===== src/rtl/isl_pkg.sv =====
/*
  Shared constants for the two-wire slave engine: register offsets, field
  positions, reset values, general call codes, filter timing and states.
  Assumes a 20 MHz system clock and 32-bit word-aligned register access.
*/
package isl_pkg;

  // system clock
  localparam int unsigned CLK_MHZ = 20;
  localparam int unsigned CLK_NS = 1000 / CLK_MHZ;

  // glitch filter: pulses up to this many input clocks are swallowed
  localparam int unsigned GLITCH_PERIODS = 4;
  localparam int unsigned FILTER_CYC = GLITCH_PERIODS + 1;
  localparam logic [2:0] FILTER_LAST = 3'(FILTER_CYC - 1);

  // register byte offsets
  localparam logic [7:0] OFS_DATA = 8'h00;
  localparam logic [7:0] OFS_CTL = 8'h04;
  localparam logic [7:0] OFS_STAT = 8'h08;
  localparam logic [7:0] OFS_OWN = 8'h0C;

  // bus_control_reg fields
  localparam int unsigned CTL_ACK_SELECT = 2;
  localparam int unsigned CTL_TRANSFER_BYTE = 3;
  localparam int unsigned CTL_UNIT_ENABLE = 6;
  localparam int unsigned CTL_GC_DISABLE = 7;
  localparam int unsigned CTL_TE_IE = 8;
  localparam int unsigned CTL_RF_IE = 9;
  localparam int unsigned CTL_SSD_IE = 11;
  localparam int unsigned CTL_SAD_IE = 13;
  localparam int unsigned CTL_UNIT_RESET = 14;
  localparam logic [15:0] CTL_RST = 16'h0000;

  // bus_status_reg fields
  localparam int unsigned ST_RWM = 0;
  localparam int unsigned ST_ACK = 1;
  localparam int unsigned ST_UB = 2;
  localparam int unsigned ST_BB = 3;
  localparam int unsigned ST_SSD = 4;
  localparam int unsigned ST_TE = 6;
  localparam int unsigned ST_RF = 7;
  localparam int unsigned ST_GENERAL_CALL_DETECTED = 8;
  localparam int unsigned ST_SAD = 9;

  // own slave address and its programmable low part
  localparam logic [6:0] OWN_RST = 7'h00;
  localparam int unsigned PROG_BITS = 3;

  // general call codes
  localparam logic [6:0] GC_ADDR = 7'h00;
  localparam logic [7:0] GC_RESET = 8'h06;
  localparam logic [7:0] GC_LOAD = 8'h04;

  localparam logic [3:0] BITS_PER_BYTE = 4'h8;
  localparam logic [3:0] TX_LAST_BIT = 4'h7;

  typedef enum logic [3:0] {
    S_IDLE, S_ADDR, S_ADDR_ACK, S_RX_WAIT, S_RX_DATA, S_RX_ACK,
    S_TX_WAIT, S_TX_DATA, S_TX_ACK
  } isl_state_t;

endpackage


===== src/rtl/isl_slave_engine.sv =====
/*
  Two-wire slave engine with AHB-Lite register slave: address match,
  byte receive and transmit through one data buffer, clock stretching,
  general call handling and sticky write-one-to-clear status.
  Assumes external open-drain wiring of scl and sda and a single AHB master.
*/
`timescale 1ns/1ps

// How it works
// - when enabled, catch start, take 8 bits, match own or general call, ACK.
// - idle in slave receive; watch addresses only while unit_enable is set.
// - read/write bit low keeps receiving, high switches to transmitting.
// - on a match set slave_address_detected once the address is acknowledged.
// - receive 8 bits, after acknowledge copy to buffer and set receive full.
// - as receiver pull data low for acknowledge, ack_select picks ACK or NAK.
// - transmit empty with transfer_byte clear interrupts; software loads, sets.
// - as transmitter release data during the acknowledge bit.
// - hold clock low with no transmit byte or an unread received byte.
// - stop ending a slave transfer sets stop_detected and clears unit_busy.
// - status flags clear when software writes one to them.
// - general call with disable clear sets both detect flags.
// - general call disable set means general call is ignored entirely.
// - second byte 0x06 resets and loads address part, 0x04 loads only.
// - hardware general call, ten-bit addresses and CBUS are not supported.
// - reset returns to defaults, own address register included.
// - glitches up to four clock periods on bus inputs are filtered.
// - unit_reset resets interface logic and the unit and bus busy status bits, leaving other mapped bits intact.
module isl_slave_engine (
  input wire logic clk,
  input wire logic rstn,
  input wire logic hsel,
  input wire logic [31:0] haddr,
  input wire logic [1:0] htrans,
  input wire logic hwrite,
  input wire logic [2:0] hsize,
  input wire logic [31:0] hwdata,
  input wire logic hready,
  output logic hreadyout,
  output logic hresp,
  output logic [31:0] hrdata,
  input wire logic [isl_pkg::PROG_BITS-1:0] prog_addr,
  input wire logic scl_i,
  output logic scl_o,
  output logic scl_oe,
  input wire logic sda_i,
  output logic sda_o,
  output logic sda_oe,
  output logic irq
);
  import isl_pkg::*;

  // reset release through two flops
  logic [1:0] rst_sync_ff;
  logic rst_n;
  always_ff @(posedge clk or negedge rstn) begin
    if (!rstn) begin
      rst_sync_ff <= 2'h0;
    end else begin
      rst_sync_ff <= {rst_sync_ff[0], 1'b1};
    end
  end
  assign rst_n = rst_sync_ff[1];

  // line filters, bit 0 clock and bit 1 data
  logic [1:0] line_raw;
  logic [1:0] line_flt;
  assign line_raw = {sda_i, scl_i};
  for (genvar g = 0; g < 2; g++) begin : g_flt
    isl_line_filter u_flt (
      .clk(clk),
      .rst_n(rst_n),
      .line_i(line_raw[g]),
      .line_o(line_flt[g])
    );
  end

  logic scl_rise;
  logic scl_fall;
  logic start_det;
  logic stop_det;
  isl_bus_cond u_cond (
    .clk(clk),
    .rst_n(rst_n),
    .scl(line_flt[0]),
    .sda(line_flt[1]),
    .scl_rise(scl_rise),
    .scl_fall(scl_fall),
    .start_det(start_det),
    .stop_det(stop_det)
  );

  // register state
  logic [7:0] data_ff, nxt_data;
  logic [15:0] ctl_ff, nxt_ctl;
  logic [6:0] own_ff, nxt_own;
  logic sad_ff, general_call_detected_ff, rf_ff, te_ff, ssd_ff;
  logic nxt_sad, nxt_general_call_detected, nxt_rf, nxt_te, nxt_ssd;
  logic rwm_ff, ackst_ff, ub_ff, bb_ff, unread_ff;
  logic nxt_rwm, nxt_ackst, nxt_ub, nxt_bb, nxt_unread;

  // engine state
  isl_state_t state_ff, nxt_state;
  logic [3:0] cnt_ff, nxt_cnt;
  logic [7:0] shift_ff, nxt_shift;
  logic sda_oe_ff, nxt_sda_oe;
  logic gc_ff, nxt_gc;

  // bus slave state
  logic wr_pend_ff, nxt_wr_pend;
  logic rd_pend_ff, nxt_rd_pend;
  logic [7:0] addr_ff, nxt_addr;
  logic [31:0] hrdata_ff, nxt_hrdata;

  // engine events towards the register group
  logic ev_sad, ev_rf, ev_te, ev_ssd, ev_tb_clr, ev_ack, ack_val;
  logic gc_reset, gc_load;

  logic en, tb, general_call_disable, ureset, own_hit, gc_hit;
  assign en = ctl_ff[CTL_UNIT_ENABLE];
  assign tb = ctl_ff[CTL_TRANSFER_BYTE];
  assign general_call_disable = ctl_ff[CTL_GC_DISABLE];
  assign ureset = ctl_ff[CTL_UNIT_RESET];
  // general call never hits the own-address path, so disable is total
  assign gc_hit = shift_ff == {GC_ADDR, 1'b0} && !general_call_disable;
  assign own_hit = shift_ff[7:1] == own_ff && shift_ff[7:1] != GC_ADDR;

  function automatic logic [31:0] stat_word(input logic [9:0] f);
    stat_word = {22'h000000, f};
  endfunction

  // byte engine: bits are sampled on clock rise, driven after clock fall
  always_comb begin
    nxt_state = state_ff;
    nxt_cnt = cnt_ff;
    nxt_shift = shift_ff;
    nxt_sda_oe = sda_oe_ff;
    nxt_gc = gc_ff;
    ev_sad = 1'b0;
    ev_rf = 1'b0;
    ev_te = 1'b0;
    ev_ssd = 1'b0;
    ev_tb_clr = 1'b0;
    ev_ack = 1'b0;
    ack_val = 1'b0;
    gc_reset = 1'b0;
    gc_load = 1'b0;
    if (ureset || !en) begin
      nxt_state = S_IDLE;
      nxt_sda_oe = 1'b0;
      nxt_gc = 1'b0;
    end else if (start_det) begin
      nxt_state = S_ADDR;
      nxt_cnt = 4'h0;
      nxt_sda_oe = 1'b0;
      nxt_gc = 1'b0;
    end else if (stop_det) begin
      nxt_state = S_IDLE;
      nxt_sda_oe = 1'b0;
      ev_ssd = ub_ff;
    end else begin
      case (state_ff)
        S_ADDR: begin
          if (scl_rise) begin
            nxt_shift = {shift_ff[6:0], line_flt[1]};
            nxt_cnt = cnt_ff + 4'h1;
          end else if (scl_fall && cnt_ff == BITS_PER_BYTE) begin
            if (own_hit || gc_hit) begin
              nxt_state = S_ADDR_ACK;
              nxt_sda_oe = 1'b1;
              nxt_gc = gc_hit;
            end else begin
              nxt_state = S_IDLE;
            end
          end
        end
        S_ADDR_ACK: begin
          if (scl_fall) begin
            nxt_sda_oe = 1'b0;
            ev_sad = 1'b1;
            if (shift_ff[0]) begin
              nxt_state = S_TX_WAIT;
              ev_te = 1'b1;
            end else begin
              nxt_state = S_RX_WAIT;
            end
          end
        end
        S_RX_WAIT: begin
          // wait for software to read and hand the byte slot back
          if (tb && !unread_ff) begin
            ev_tb_clr = 1'b1;
            nxt_state = S_RX_DATA;
            nxt_cnt = 4'h0;
          end
        end
        S_RX_DATA: begin
          if (scl_rise) begin
            nxt_shift = {shift_ff[6:0], line_flt[1]};
            nxt_cnt = cnt_ff + 4'h1;
          end else if (scl_fall && cnt_ff == BITS_PER_BYTE) begin
            nxt_state = S_RX_ACK;
            nxt_sda_oe = !ctl_ff[CTL_ACK_SELECT];
            ev_ack = 1'b1;
            ack_val = ctl_ff[CTL_ACK_SELECT];
          end
        end
        S_RX_ACK: begin
          if (scl_fall) begin
            nxt_sda_oe = 1'b0;
            ev_rf = 1'b1;
            nxt_state = S_RX_WAIT;
            nxt_gc = 1'b0;
            // only the byte right after a general call carries a command;
            // odd values (hardware call) and other codes are ignored
            if (gc_ff && !shift_ff[0]) begin
              if (shift_ff == GC_RESET) begin
                gc_reset = 1'b1;
                nxt_state = S_IDLE;
              end else if (shift_ff == GC_LOAD) begin
                gc_load = 1'b1;
              end
            end
          end
        end
        S_TX_WAIT: begin
          if (tb) begin
            ev_tb_clr = 1'b1;
            nxt_shift = data_ff;
            nxt_sda_oe = !data_ff[7];
            nxt_cnt = 4'h0;
            nxt_state = S_TX_DATA;
          end
        end
        S_TX_DATA: begin
          if (scl_fall) begin
            nxt_cnt = cnt_ff + 4'h1;
            if (cnt_ff == TX_LAST_BIT) begin
              nxt_state = S_TX_ACK;
              nxt_sda_oe = 1'b0;
            end else begin
              nxt_shift = {shift_ff[6:0], 1'b0};
              nxt_sda_oe = !shift_ff[6];
            end
          end
        end
        S_TX_ACK: begin
          if (scl_rise) begin
            ev_ack = 1'b1;
            ack_val = line_flt[1];
          end else if (scl_fall) begin
            ev_te = 1'b1;
            nxt_state = ackst_ff ? S_IDLE : S_TX_WAIT;
          end
        end
        default: begin
          nxt_state = S_IDLE;
        end
      endcase
    end
  end

  always_ff @(posedge clk or negedge rst_n) begin
    if (!rst_n) begin
      state_ff <= S_IDLE;
      cnt_ff <= 4'h0;
      shift_ff <= 8'h00;
      sda_oe_ff <= 1'b0;
      gc_ff <= 1'b0;
    end else begin
      state_ff <= nxt_state;
      cnt_ff <= nxt_cnt;
      shift_ff <= nxt_shift;
      sda_oe_ff <= nxt_sda_oe;
      gc_ff <= nxt_gc;
    end
  end

  // bus slave: zero-wait writes, reads take one wait state so that
  // the data read already holds the effect of a write just before it
  logic accept;
  assign accept = hsel && htrans[1] && hready;
  always_comb begin
    nxt_wr_pend = accept && hwrite;
    nxt_rd_pend = accept && !hwrite;
    nxt_addr = accept ? haddr[7:0] : addr_ff;
    nxt_hrdata = hrdata_ff;
    if (rd_pend_ff) begin
      case (addr_ff)
        OFS_DATA: nxt_hrdata = {24'h000000, data_ff};
        OFS_CTL: nxt_hrdata = {16'h0000, ctl_ff};
        OFS_STAT: nxt_hrdata = stat_word({sad_ff, general_call_detected_ff, rf_ff, te_ff,
          1'b0, ssd_ff, bb_ff, ub_ff, ackst_ff, rwm_ff});
        OFS_OWN: nxt_hrdata = {25'h0000000, own_ff};
        default: nxt_hrdata = 32'h00000000;
      endcase
    end
  end

  always_ff @(posedge clk or negedge rst_n) begin
    if (!rst_n) begin
      wr_pend_ff <= 1'b0;
      rd_pend_ff <= 1'b0;
      addr_ff <= 8'h00;
      hrdata_ff <= 32'h00000000;
    end else begin
      wr_pend_ff <= nxt_wr_pend;
      rd_pend_ff <= nxt_rd_pend;
      addr_ff <= nxt_addr;
      hrdata_ff <= nxt_hrdata;
    end
  end

  // registers and sticky flags; a hardware set beats a software clear
  logic [31:0] w1c;
  logic wr_ctl, wr_data, wr_own, rd_data;
  always_comb begin
    wr_ctl = wr_pend_ff && addr_ff == OFS_CTL;
    wr_data = wr_pend_ff && addr_ff == OFS_DATA;
    wr_own = wr_pend_ff && addr_ff == OFS_OWN;
    rd_data = rd_pend_ff && addr_ff == OFS_DATA;
    w1c = (wr_pend_ff && addr_ff == OFS_STAT) ? hwdata : 32'h00000000;
    nxt_sad = ev_sad | (sad_ff & ~w1c[ST_SAD]);
    nxt_general_call_detected = (ev_sad & gc_ff) | (general_call_detected_ff & ~w1c[ST_GENERAL_CALL_DETECTED]);
    nxt_rf = ev_rf | (rf_ff & ~w1c[ST_RF]);
    nxt_te = ev_te | (te_ff & ~w1c[ST_TE]);
    nxt_ssd = ev_ssd | (ssd_ff & ~w1c[ST_SSD]);
    nxt_rwm = ev_sad ? shift_ff[0] : rwm_ff;
    nxt_ackst = ev_ack ? ack_val : ackst_ff;
    nxt_ub = (ub_ff | ev_sad) & ~stop_det & ~ureset;
    nxt_bb = (bb_ff | start_det) & ~stop_det & ~ureset;
    // unread tracks the byte software has not fetched yet
    nxt_unread = (ev_rf | (unread_ff & ~rd_data)) & ~ureset;
    nxt_data = ev_rf ? shift_ff : (wr_data ? hwdata[7:0] : data_ff);
    nxt_ctl = ctl_ff;
    if (ev_tb_clr) begin
      nxt_ctl[CTL_TRANSFER_BYTE] = 1'b0;
    end
    if (wr_ctl) begin
      nxt_ctl = hwdata[15:0];
    end
    nxt_own = wr_own ? hwdata[6:0] : own_ff;
    if (gc_load || gc_reset) begin
      nxt_own[PROG_BITS-1:0] = prog_addr;
    end
    if (gc_reset) begin
      // everything but the own address returns to reset values
      nxt_ctl = CTL_RST;
      nxt_data = 8'h00;
      nxt_sad = 1'b0;
      nxt_general_call_detected = 1'b0;
      nxt_rf = 1'b0;
      nxt_te = 1'b0;
      nxt_ssd = 1'b0;
      nxt_rwm = 1'b0;
      nxt_ackst = 1'b0;
      nxt_ub = 1'b0;
      nxt_bb = 1'b0;
      nxt_unread = 1'b0;
    end
  end

  always_ff @(posedge clk or negedge rst_n) begin
    if (!rst_n) begin
      data_ff <= 8'h00;
      ctl_ff <= CTL_RST;
      own_ff <= OWN_RST;
      {sad_ff, general_call_detected_ff, rf_ff, te_ff, ssd_ff} <= 5'h00;
      {rwm_ff, ackst_ff, ub_ff, bb_ff, unread_ff} <= 5'h00;
    end else begin
      data_ff <= nxt_data;
      ctl_ff <= nxt_ctl;
      own_ff <= nxt_own;
      {sad_ff, general_call_detected_ff, rf_ff, te_ff, ssd_ff} <=
        {nxt_sad, nxt_general_call_detected, nxt_rf, nxt_te, nxt_ssd};
      {rwm_ff, ackst_ff, ub_ff, bb_ff, unread_ff} <=
        {nxt_rwm, nxt_ackst, nxt_ub, nxt_bb, nxt_unread};
    end
  end

  // stretching: clock held low until software services the buffer
  assign scl_oe = (state_ff == S_RX_WAIT && (!tb || unread_ff)) ||
    (state_ff == S_TX_WAIT && !tb);
  assign scl_o = 1'b0;
  assign sda_o = 1'b0;
  assign sda_oe = sda_oe_ff;
  assign irq = (sad_ff & ctl_ff[CTL_SAD_IE]) | (rf_ff & ctl_ff[CTL_RF_IE]) |
    (te_ff & ~tb & ctl_ff[CTL_TE_IE]) | (ssd_ff & ctl_ff[CTL_SSD_IE]);
  assign hreadyout = !rd_pend_ff;
  assign hresp = 1'b0;
  assign hrdata = hrdata_ff;
endmodule


===== src/rtl/isl_line_filter.sv =====
/*
  One bus line input: three-flop synchroniser followed by a glitch filter.
  Assumes the line is asynchronous to clk and idles high.
*/
`timescale 1ns/1ps
module isl_line_filter (
  input wire logic clk,
  input wire logic rst_n,
  input wire logic line_i,
  output logic line_o
);
  import isl_pkg::*;

  logic [2:0] sync_ff;
  logic [2:0] nxt_sync;
  logic out_ff;
  logic nxt_out;
  logic [2:0] cnt_ff;
  logic [2:0] nxt_cnt;

  // new level must hold FILTER_CYC clocks before it is believed
  always_comb begin
    nxt_sync = {sync_ff[1:0], line_i};
    nxt_out = out_ff;
    nxt_cnt = 3'h0;
    if (sync_ff[1] == sync_ff[2] && sync_ff[2] != out_ff) begin
      if (cnt_ff == FILTER_LAST) begin
        nxt_out = sync_ff[2];
      end else begin
        nxt_cnt = cnt_ff + 3'h1;
      end
    end
  end

  always_ff @(posedge clk or negedge rst_n) begin
    if (!rst_n) begin
      sync_ff <= 3'h7;
      out_ff <= 1'b1;
      cnt_ff <= 3'h0;
    end else begin
      sync_ff <= nxt_sync;
      out_ff <= nxt_out;
      cnt_ff <= nxt_cnt;
    end
  end

  assign line_o = out_ff;
endmodule


===== src/rtl/isl_bus_cond.sv =====
/*
  Bus condition detector: clock edges, start and stop, from filtered lines.
  Assumes both inputs are already clean and in the clk domain.
*/
`timescale 1ns/1ps
module isl_bus_cond (
  input wire logic clk,
  input wire logic rst_n,
  input wire logic scl,
  input wire logic sda,
  output logic scl_rise,
  output logic scl_fall,
  output logic start_det,
  output logic stop_det
);
  logic scl_ff;
  logic sda_ff;

  always_ff @(posedge clk or negedge rst_n) begin
    if (!rst_n) begin
      scl_ff <= 1'b1;
      sda_ff <= 1'b1;
    end else begin
      scl_ff <= scl;
      sda_ff <= sda;
    end
  end

  // data moving while clock stays high marks start or stop
  assign scl_rise = scl & ~scl_ff;
  assign scl_fall = ~scl & scl_ff;
  assign start_det = scl & scl_ff & sda_ff & ~sda;
  assign stop_det = scl & scl_ff & ~sda_ff & sda;
endmodule


===== config.mk =====
export PLATFORM = sky130hd
export DESIGN_NAME = isl_slave_engine
export DESIGN_NICKNAME = d
export VERILOG_FILES = /design/src/rtl/isl_pkg.sv /design/src/rtl/isl_slave_engine.sv /design/src/rtl/isl_line_filter.sv /design/src/rtl/isl_bus_cond.sv
export SDC_FILE = /design/constraint.sdc
export NUM_CORES = 1
export LEC_CHECK = 0
export CAP_MARGIN = 15
export CELL_PAD_IN_SITES_DETAIL_PLACEMENT = 1
export CELL_PAD_IN_SITES_GLOBAL_PLACEMENT = 2
export CORE_ASPECT_RATIO = 1.25
export CORE_MARGIN = 2
export CORE_UTILIZATION = 43
export DETAILED_ROUTE_END_ITERATION = 6
export DONT_BUFFER_PORTS = 1
export HOLD_SLACK_MARGIN = 0.08
export PLACE_DENSITY_LB_ADDON = 0.12
export REMOVE_ABC_BUFFERS = 1
export SLEW_MARGIN = 0
export SYNTH_ARGS = -nofsm -noshare
export SYNTH_HDL_FRONTEND = slang
export SYNTH_HIERARCHICAL = 1
export SYNTH_SLANG_ARGS = --single-unit

===== constraint.sdc =====
create_clock -name clk -period 8.1 [get_ports clk]
set_clock_uncertainty 0.15 [all_clocks]
set_input_delay 2.43 -clock clk [delete_from_list [all_inputs] [get_ports clk]]
set_output_delay 2.43 -clock clk [all_outputs]
set_load 0.02 [all_outputs]

==> results.cfg, run 1 <==
[status]
status = finished clean

[finish]
multiInputGateArea_um2 = 2540
diodes = 0
fillerInstances = 1377
final_util_pct = 47.3
drive_gt1_share_pct = 12.8
area_delta_synth_final_pct = 6.98
seq_area_um2 = 2590
finalInstanceArea_um2 = 5750
finalNetCount = 596

[global_routing]
gr-total-overflow = 0
grt_usage_pct = 22.6
grt_max_degree = 59
grt_pass1_vias = 4188
grt_pass1_wl_um = 23500
antenna_found_initial = 0

[die]
die_x_um = 104
rows = 45
io_pins = 118
dieArea_um2 = 13400
coreArea_um2 = 12200
fp.dieH_um = 129
start_util_pct = 44.2

[route]
first_iter_violations = 159
ant_nets = 0
wl_per_cell_um = 21.4
viasPerCell = 5.79
drcViolationCount = 0
drtPass1Iterations = 7
drt_wl_total_um = 14500
num_vias = 3936

[sta]
tightestPinTransition_ps = 869
fin_crit_ps = 4570
finalSetupViolations = 0
finalMaxSlewViolations = 0
max_freq_mhz = 219
final.setup.tns_ps = 0
maxSlewHeadroom_pct = 41.8
final-hold-violation-count = 0
setup_ws_ps = 3530
fin_crit_sh_pct = 56.4
rsz0062_at_grt = no

[clock_tree]
clock_latency_ps = 350
post_cts_buffers = 0
cts_buffer_depth = 2
cts_tree = yes
path_clk_slew_ps = 70
cts_resized = 0
ctsHoldBuffers = 0
root_buffer = clkbuf_16
cts_buffers = 9
cts_sinks = 103
htreeDepth = 3

[yosys]
synth_fa_ha_area_share_pct = 1.58
synth_compound_area_share_pct = 13.3
synth_top_area_share_pct = 43.3
synthMuxAreaShare_pct = 12.5
synth_top_family_by_area = simple AND/OR/NAND/NOR gates
synthArstFlopShare_pct = 100
synth.distinct_cells = 66
netlist_area_um2 = 5380
yosys.area_share.simple_pct = 17.1
synth-xor-area-share_pct = 1.47
synth.area.top_cells = dfrtp_1 (43%), mux2i_1 (6.3%), mux2_2 (5.4%), dfstp_2 (4.9%), nor2_1 (4.5%)
synthFlopType = dfrtp_1
synth_most_common_cell = dfrtp_1
synth.avg_cell_area_um2 = 10.4
synth_seq_cells = 103
seq_area_frac_synth_pct = 48.2
ys_top_cells_by_count = dfrtp_1 (93), nor2_1 (64), mux2i_1 (34)
yosysTopAreaCell = dfrtp_1
syn-instance-count = 517
yosysWarnings = 6
synth_edf_count = 0

[placement]
port_buffers = 0
dp_hpwl_um = 10100
place_area_um2 = 5460
pre_cts_slack_ps = 3930
finalWeightedCongestion = 0.875

[power_and_ir_drop]
p_leak_nw = 2.60
vdd_drop_max_mv = 0.124
powerDensity_nw_per_um2 = 192

[worst_hold_path]
hold_class = reg -> async

[worst_setup_path]
end_kind = output pin
path_buf_inv = 1
critPathMaxStageDelay_ps = 610
r2r_cells = 7
cp_top_family = flip-flops
arrival_ps = 1990
crit_cells = 3
crit_chain = inv_1, nor2_1, o21a_1
cp_max_fo = 13
critPathSlowestCell = dfrtp_1
crit_type = reg -> out
cp.required_ps = 5520
start_kind = flop
reg2reg_slack_ps = 4250

[flow_run]
cap_viol_max_count = 0
==> where the power goes <==
group          internal [W]  switching [W]  leakage (nW)
Clock              0.000241       0.000195         0.144
Sequential         0.000541      0.0000409          1.27
Combinational     0.0000383      0.0000489          1.19
Total              0.000820       0.000285          2.60
==> stage by stage <==
step	hold slack [ps]	power [W]	std cells
2_1_floorplan	181	0.000648	494
3_3_place_gp	194	0.000677	664
3_5_place_dp	186	0.000680	664
4_1_cts	204	0.00112	680
5_1_grt	215	0.00115	680
6_report	176	0.00110	680
==> state kept, by name, summed over array words and instances (netlist names), 2 cells and up <==
register / flops
shift_ff: 8
addr_ff: 8
g_flt.u_flt/cnt_ff: 6
own_ff: 7
g_flt.u_flt/sync_ff: 6
data_ff: 8
cnt_ff: 4
hrdata: 16
ctl_ff: 16
state_ff: 4
g_flt.u_flt/line_o: 2
rst_sync_ff: 2
==> layout by cell type, fill, tap and decap left out, types with 5 or more instances in the layout <==
master,instances
a21oi_1,23
buf_4,6
nor2_1,64
conb_1,20
nand3_1,11
a221oi_1,6
o31ai_1,5
o21ai_0,14
dfrtp_1,92
nor4_1,9
or3b_1,5
nor3_1,8
nor2b_1,8
ha_1,6
o2bb2ai_1,8
mux2i_1,34
xor2_1,6
nand2_1,22
a22o_1,8
inv_1,20
nand3b_1,6
dfstp_2,10
mux2_2,26
nand2b_1,13
clkbuf_16,9
and3_1,6
==> logic make-up (layout without fill, tap and decap cells) <==
kind of cell	count (synthesis)	in the layout
and+or+nand+nor	174	174
DFF	103	103
AOI/OAI and AO/OA	99	99
muxes	62	62
buffers and inverters	61	42
xor gates and xnor gates	9	9
adders and majority gates	7	7
other	2	20
==> final timing paths <==
kind	from	end
max in group asynchronous	rstn	rst_sync_ff[1]$_DFF_PN0_
hold reg to reg	rst_sync_ff[1]$_DFF_PN0_	rwm_ff$_DFFE_PN0P_
setup reg to reg	u_cond/sda_ff$_DFF_PN1_	rwm_ff$_DFFE_PN0P_
min in group clk	rst_sync_ff[0]$_DFF_PN0_	rst_sync_ff[1]$_DFF_PN0_
hold / removal	rst_sync_ff[1]$_DFF_PN0_	rwm_ff$_DFFE_PN0P_
setup / recovery	state_ff[1]$_DFFE_PN0P_	scl_oe
==> metal layers <==
| metal | up-vias | part of all wire, % | track usage [%] |
|---|---|---|---|
| met5 | - | 0 | 0 |
| met4 | 0 | 2.2 | 7.79 |
| met3 | 19 | 3.7 | 4.58 |
| met2 | 65 | 50 | 38.5 |
| met1 | 2036 | 44 | 28.9 |
| li1 | 1816 | - | - |
==> cell type report <==
class / instances / area share (%)
clock buffers: 11 / 4.04
clock inverters: 5 / 1.00
well taps: 164 / 3.57
repair buffers: 6 / 0.783
inverters: 20 / 1.30
multi-input cells: 371 / 44.2
flip-flops and latches: 103 / 45.1
No activity file was read; power rests on OpenSTA's default activity.
==> inputs of run 2 (changes only) <==
CORE_UTILIZATION = 40   (was 43)
clock period = 4.6 ns   (was 8.1 ns; I/O delays follow)
==> results.cfg, run 2 (same netlist as run 1, synthesis figures left out) <==
[placement]
port_buffers = 0
pre_cts_slack_ps = 1240
place_area_um2 = 5510
dp_hpwl_um = 10400
finalWeightedCongestion = 0.843

[clock_tree]
cts_resized = 0
ctsHoldBuffers = 0
cts_buffer_depth = 2
cts_sinks = 103
post_cts_buffers = 0
htreeDepth = 3
cts_tree = yes
root_buffer = clkbuf_16
cts_buffers = 9
path_clk_slew_ps = 80
clock_latency_ps = 350

[sta]
final-hold-violation-count = 0
finalMaxSlewViolations = 0
rsz0062_at_grt = no
tightestPinTransition_ps = 945
max_freq_mhz = 279
fin_crit_ps = 3590
final.setup.tns_ps = 0
finalSetupViolations = 0
setup_ws_ps = 1010
maxSlewHeadroom_pct = 37.0
fin_crit_sh_pct = 78.0

[finish]
final_util_pct = 44.4
finalNetCount = 601
drive_gt1_share_pct = 14.0
diodes = 0
finalInstanceArea_um2 = 5850
layout_commonest_cell = dfrtp_1
area_delta_synth_final_pct = 8.70
final_cell_mix = dfrtp_1 (92), nor2_1 (64), mux2i_1 (34)

[die]
fp.dieH_um = 134
io_pins = 118
die_x_um = 108
coreArea_um2 = 13200
dieArea_um2 = 14400
start_util_pct = 40.8
rows = 47

[worst_setup_path]
r2r-start = u_cond/sda_ff$_DFF_PN1_
crit_path_end = scl_oe
crit_start = state_ff[1]$_DFFE_PN0P_
reg2reg_to = ub_ff$_DFF_PN0_
path_buf_inv = 1
cp.required_ps = 3070
arrival_ps = 2060
end_kind = output pin
crit_cells = 3
crit_chain = inv_1, nor2_1, o21a_1
critPathMaxStageDelay_ps = 610
crit_type = reg -> out
start_kind = flop
critPathSlowestCell = dfrtp_1
cp_top_family = flip-flops
r2r_cells = 8
reg2reg_slack_ps = 1220
cp_max_fo = 13

[global_routing]
grt_usage_pct = 21.3
grt_pass1_wl_um = 23300
antenna_found_initial = 0
grt_pass1_vias = 4133
grt_max_degree = 72
gr-total-overflow = 0

[route]
ant_nets = 0
drt_wl_total_um = 14700
num_vias = 3970
first_iter_violations = 241
drcViolationCount = 0
wl_per_cell_um = 21.2
viasPerCell = 5.74
drtPass1Iterations = 4

[power_and_ir_drop]
vdd_drop_max_mv = 0.243
seqPwrFrac_pct = 50.1
p_total_w = 0.00205
power.switching_w = 0.000532
pwr-share-clk_pct = 42.7
pwr-share-comb_pct = 7.2
switching_share_pct = 25.9
internal_power_w = 0.00152
p_leak_nw = 2.65
powerDensity_nw_per_um2 = 351

[worst_hold_path]
hold_class = reg -> reg
holdPathStages = 0

[status]
status = finished clean

[flow_run]
cap_viol_max_count = 0
-- run 2: changes by cell type in the layout (fill, tap and decap cells not counted) --
cell	before	now
buf_4	6	11
bufinv_16	1	2
clkbuf_1	2	0
clkbuf_8	0	1
clkinv_2	2	0
inv_6	1	2
inv_8	0	1
-- run 2: power groups by stage --
stage          clock (W)  sequential (W)  combinational, W
2_1_floorplan          0         0.00102          0.000117
3_3_place_gp           0         0.00105          0.000145
3_5_place_dp           0         0.00105          0.000149
4_1_cts         0.000896         0.00103          0.000150
5_1_grt         0.000924         0.00104          0.000165
6_report        0.000876         0.00103          0.000148
-- run 2: layout make-up --
class                      instances  area (µm²)
tap                              171         214
fill                            1481        7330
clock buffer                      10         239
clock inverter                     6        97.6
inverter                          20        75.1
sequential                       103        2590
timing repair buffer              11        82.6
multi-input combinational        371        2540
-- run 2: worst min path at each step --
stage	start	end	slack [ps]
floorplan	rst_sync_ff[0]$_DFF_PN0_	rst_sync_ff[1]$_DFF_PN0_	180
global placement	rst_sync_ff[0]$_DFF_PN0_	rst_sync_ff[1]$_DFF_PN0_	190
detailed placement	rst_sync_ff[0]$_DFF_PN0_	rst_sync_ff[1]$_DFF_PN0_	190
CTS	g_flt[1].u_flt/sync_ff[0]$_DFF_PN1_	g_flt[1].u_flt/sync_ff[1]$_DFF_PN1_	210
global route	g_flt[1].u_flt/sync_ff[0]$_DFF_PN1_	g_flt[1].u_flt/sync_ff[1]$_DFF_PN1_	210
finish	g_flt[1].u_flt/sync_ff[0]$_DFF_PN1_	g_flt[1].u_flt/sync_ff[1]$_DFF_PN1_	210
-- run 2: through the flow --
step / std cells / hold slack [ps]
finish: 692 / 208
global route: 692 / 215
CTS: 692 / 209
detailed placement: 676 / 186
global placement: 676 / 194
floorplan: 494 / 181
-- run 2: per-layer routing --
metal / share of wire [%] / routed length, µm / global-route usage, % / vias up
li1: - / - / - / 1829
met1: 43 / 6300 / 27.5 / 2079
met2: 53 / 7760 / 36.7 / 52
met3: 3.1 / 448 / 3.72 / 10
met4: 0.98 / 144 / 5.56 / 0
met5: 0 / 0 / 0 / -
==> inputs of run 3 (changes only) <==
clock period = 3.5 ns   (was 4.6 ns; I/O delays follow)
==> results.cfg, run 3 (same netlist as run 1, synthesis figures left out) <==
[finish]
diodes = 0
finalInstanceArea_um2 = 5890
area_delta_synth_final_pct = 9.56
final_cell_mix = dfrtp_1 (92), nor2_1 (64), mux2i_1 (34)
final_util_pct = 44.7
finalNetCount = 612
layout_commonest_cell = dfrtp_1
drive_gt1_share_pct = 15.4

[die]
rows = 47
die_x_um = 108
fp.dieH_um = 134
dieArea_um2 = 14400
coreArea_um2 = 13200
start_util_pct = 40.8
io_pins = 118

[route]
wl_per_cell_um = 21.2
first_iter_violations = 178
drcViolationCount = 0
num_vias = 3996
ant_nets = 0
viasPerCell = 5.68
drt_wl_total_um = 14900
drtPass1Iterations = 5

[worst_setup_path]
arrival_ps = 3130
start_kind = flop
critPathSlowestCell = dfstp_2
reg2reg_slack_ps = 450
cp_top_family = simple AND/OR/NAND/NOR gates
reg2reg_to = bb_ff$_DFF_PN0_
crit_start = u_cond/sda_ff$_DFF_PN1_
path_buf_inv = 1
cp_max_fo = 25
cp.required_ps = 3570
r2r_cells = 7
crit_type = reg -> reg
critPathMaxStageDelay_ps = 520
end_kind = flop
crit_chain = and4b_1, or3b_1, or4b_1, or2_1, nor2_8, buf_4, nor4_1
r2r-start = u_cond/sda_ff$_DFF_PN1_

[clock_tree]
cts_sinks = 103
cts_buffers = 9
htreeDepth = 3
post_cts_buffers = 0
clock_latency_ps = 360
ctsHoldBuffers = 0
cts_resized = 0
cts_tree = yes
cts_buffer_depth = 2
path_clk_slew_ps = 70
root_buffer = clkbuf_16

[sta]
tightestPinTransition_ps = 761
finalMaxSlewViolations = 0
max_freq_mhz = 327
final.setup.tns_ps = 0
whs_ps = 207
finalSetupViolations = 0
fin_crit_ps = 3050
maxSlewHeadroom_pct = 49.2
fin_crit_sh_pct = 87.3
final-hold-violation-count = 0
rsz0062_at_grt = no

[placement]
place_area_um2 = 5590
dp_hpwl_um = 10900
finalWeightedCongestion = 0.899
port_buffers = 0

[power_and_ir_drop]
p_leak_nw = 2.68
powerDensity_nw_per_um2 = 440
vdd_drop_max_mv = 0.323

[global_routing]
grt_max_degree = 55
grt_pass1_vias = 4280
gr-total-overflow = 0
grt_usage_pct = 21.7
antenna_found_initial = 0
grt_pass1_wl_um = 23800

[flow_run]
cap_viol_max_count = 0

[worst_hold_path]
hold_class = reg -> reg
min_from = g_flt[1].u_flt/sync_ff[0]$_DFF_PN1_
holdPathStages = 0
whs_endpoint = g_flt[1].u_flt/sync_ff[1]$_DFF_PN1_

[status]
status = finished clean
-- run 3: cell types whose count changed in the layout (fill, tap and decap cells not counted), sizes merged --
| cell | previous run | this run |
|---|---|---|
| buf | 11 | 22 |
| bufinv | 2 | 1 |
| clkbuf | 10 | 12 |
| clkinv | 1 | 0 |
| clkinvlp | 0 | 2 |
| inv | 23 | 21 |
-- run 3: final cells by class --
class	instances	area, µm²
Inverter	20	75.1
Tap cell	171	214
Fill cell	1494	7280
Timing Repair Buffer	22	165
Clock inverter	4	53.8
Sequential cell	103	2590
Clock buffer	12	246
Multi-Input combinational cell	371	2540
-- run 3: metal layers --
metal	routed length, µm	vias to the layer above	track usage (%)
li1	-	1847	-
met1	6410	2047	27.7
met2	7580	81	36.4
met3	522	21	3.77
met4	370	0	8.40
met5	0	-	0
-- run 3: worst max path at each step --
stage                                  to  slack, ps  cells past startpoint
floorplan              rwm_ff$_DFFE_PN0P_        250                      7
global placement      unread_ff$_DFF_PN0_        470                      7
detailed placement  ctl_ff[9]$_DFFE_PN0P_        450                      7
CTS                       bb_ff$_DFF_PN0_        420                      7
global route          unread_ff$_DFF_PN0_        310                      7
finish                    bb_ff$_DFF_PN0_        450                      7
-- run 3: stage by stage --
step	power (W)	cells	setup WS, ps
6_report	0.00259	703	446
5_1_grt	0.00270	703	306
4_1_cts	0.00263	703	424
3_5_place_dp	0.00158	687	449
3_3_place_gp	0.00157	687	468
2_1_floorplan	0.00150	494	251
-- run 3: where the power goes --
group	switching [W]	total [W]	internal, W
combinational	0.000113	0.000207	0.0000940
clock	0.000461	0.00104	0.000578
sequential	0.0000956	0.00135	0.00125
total	0.000670	0.00259	0.00192
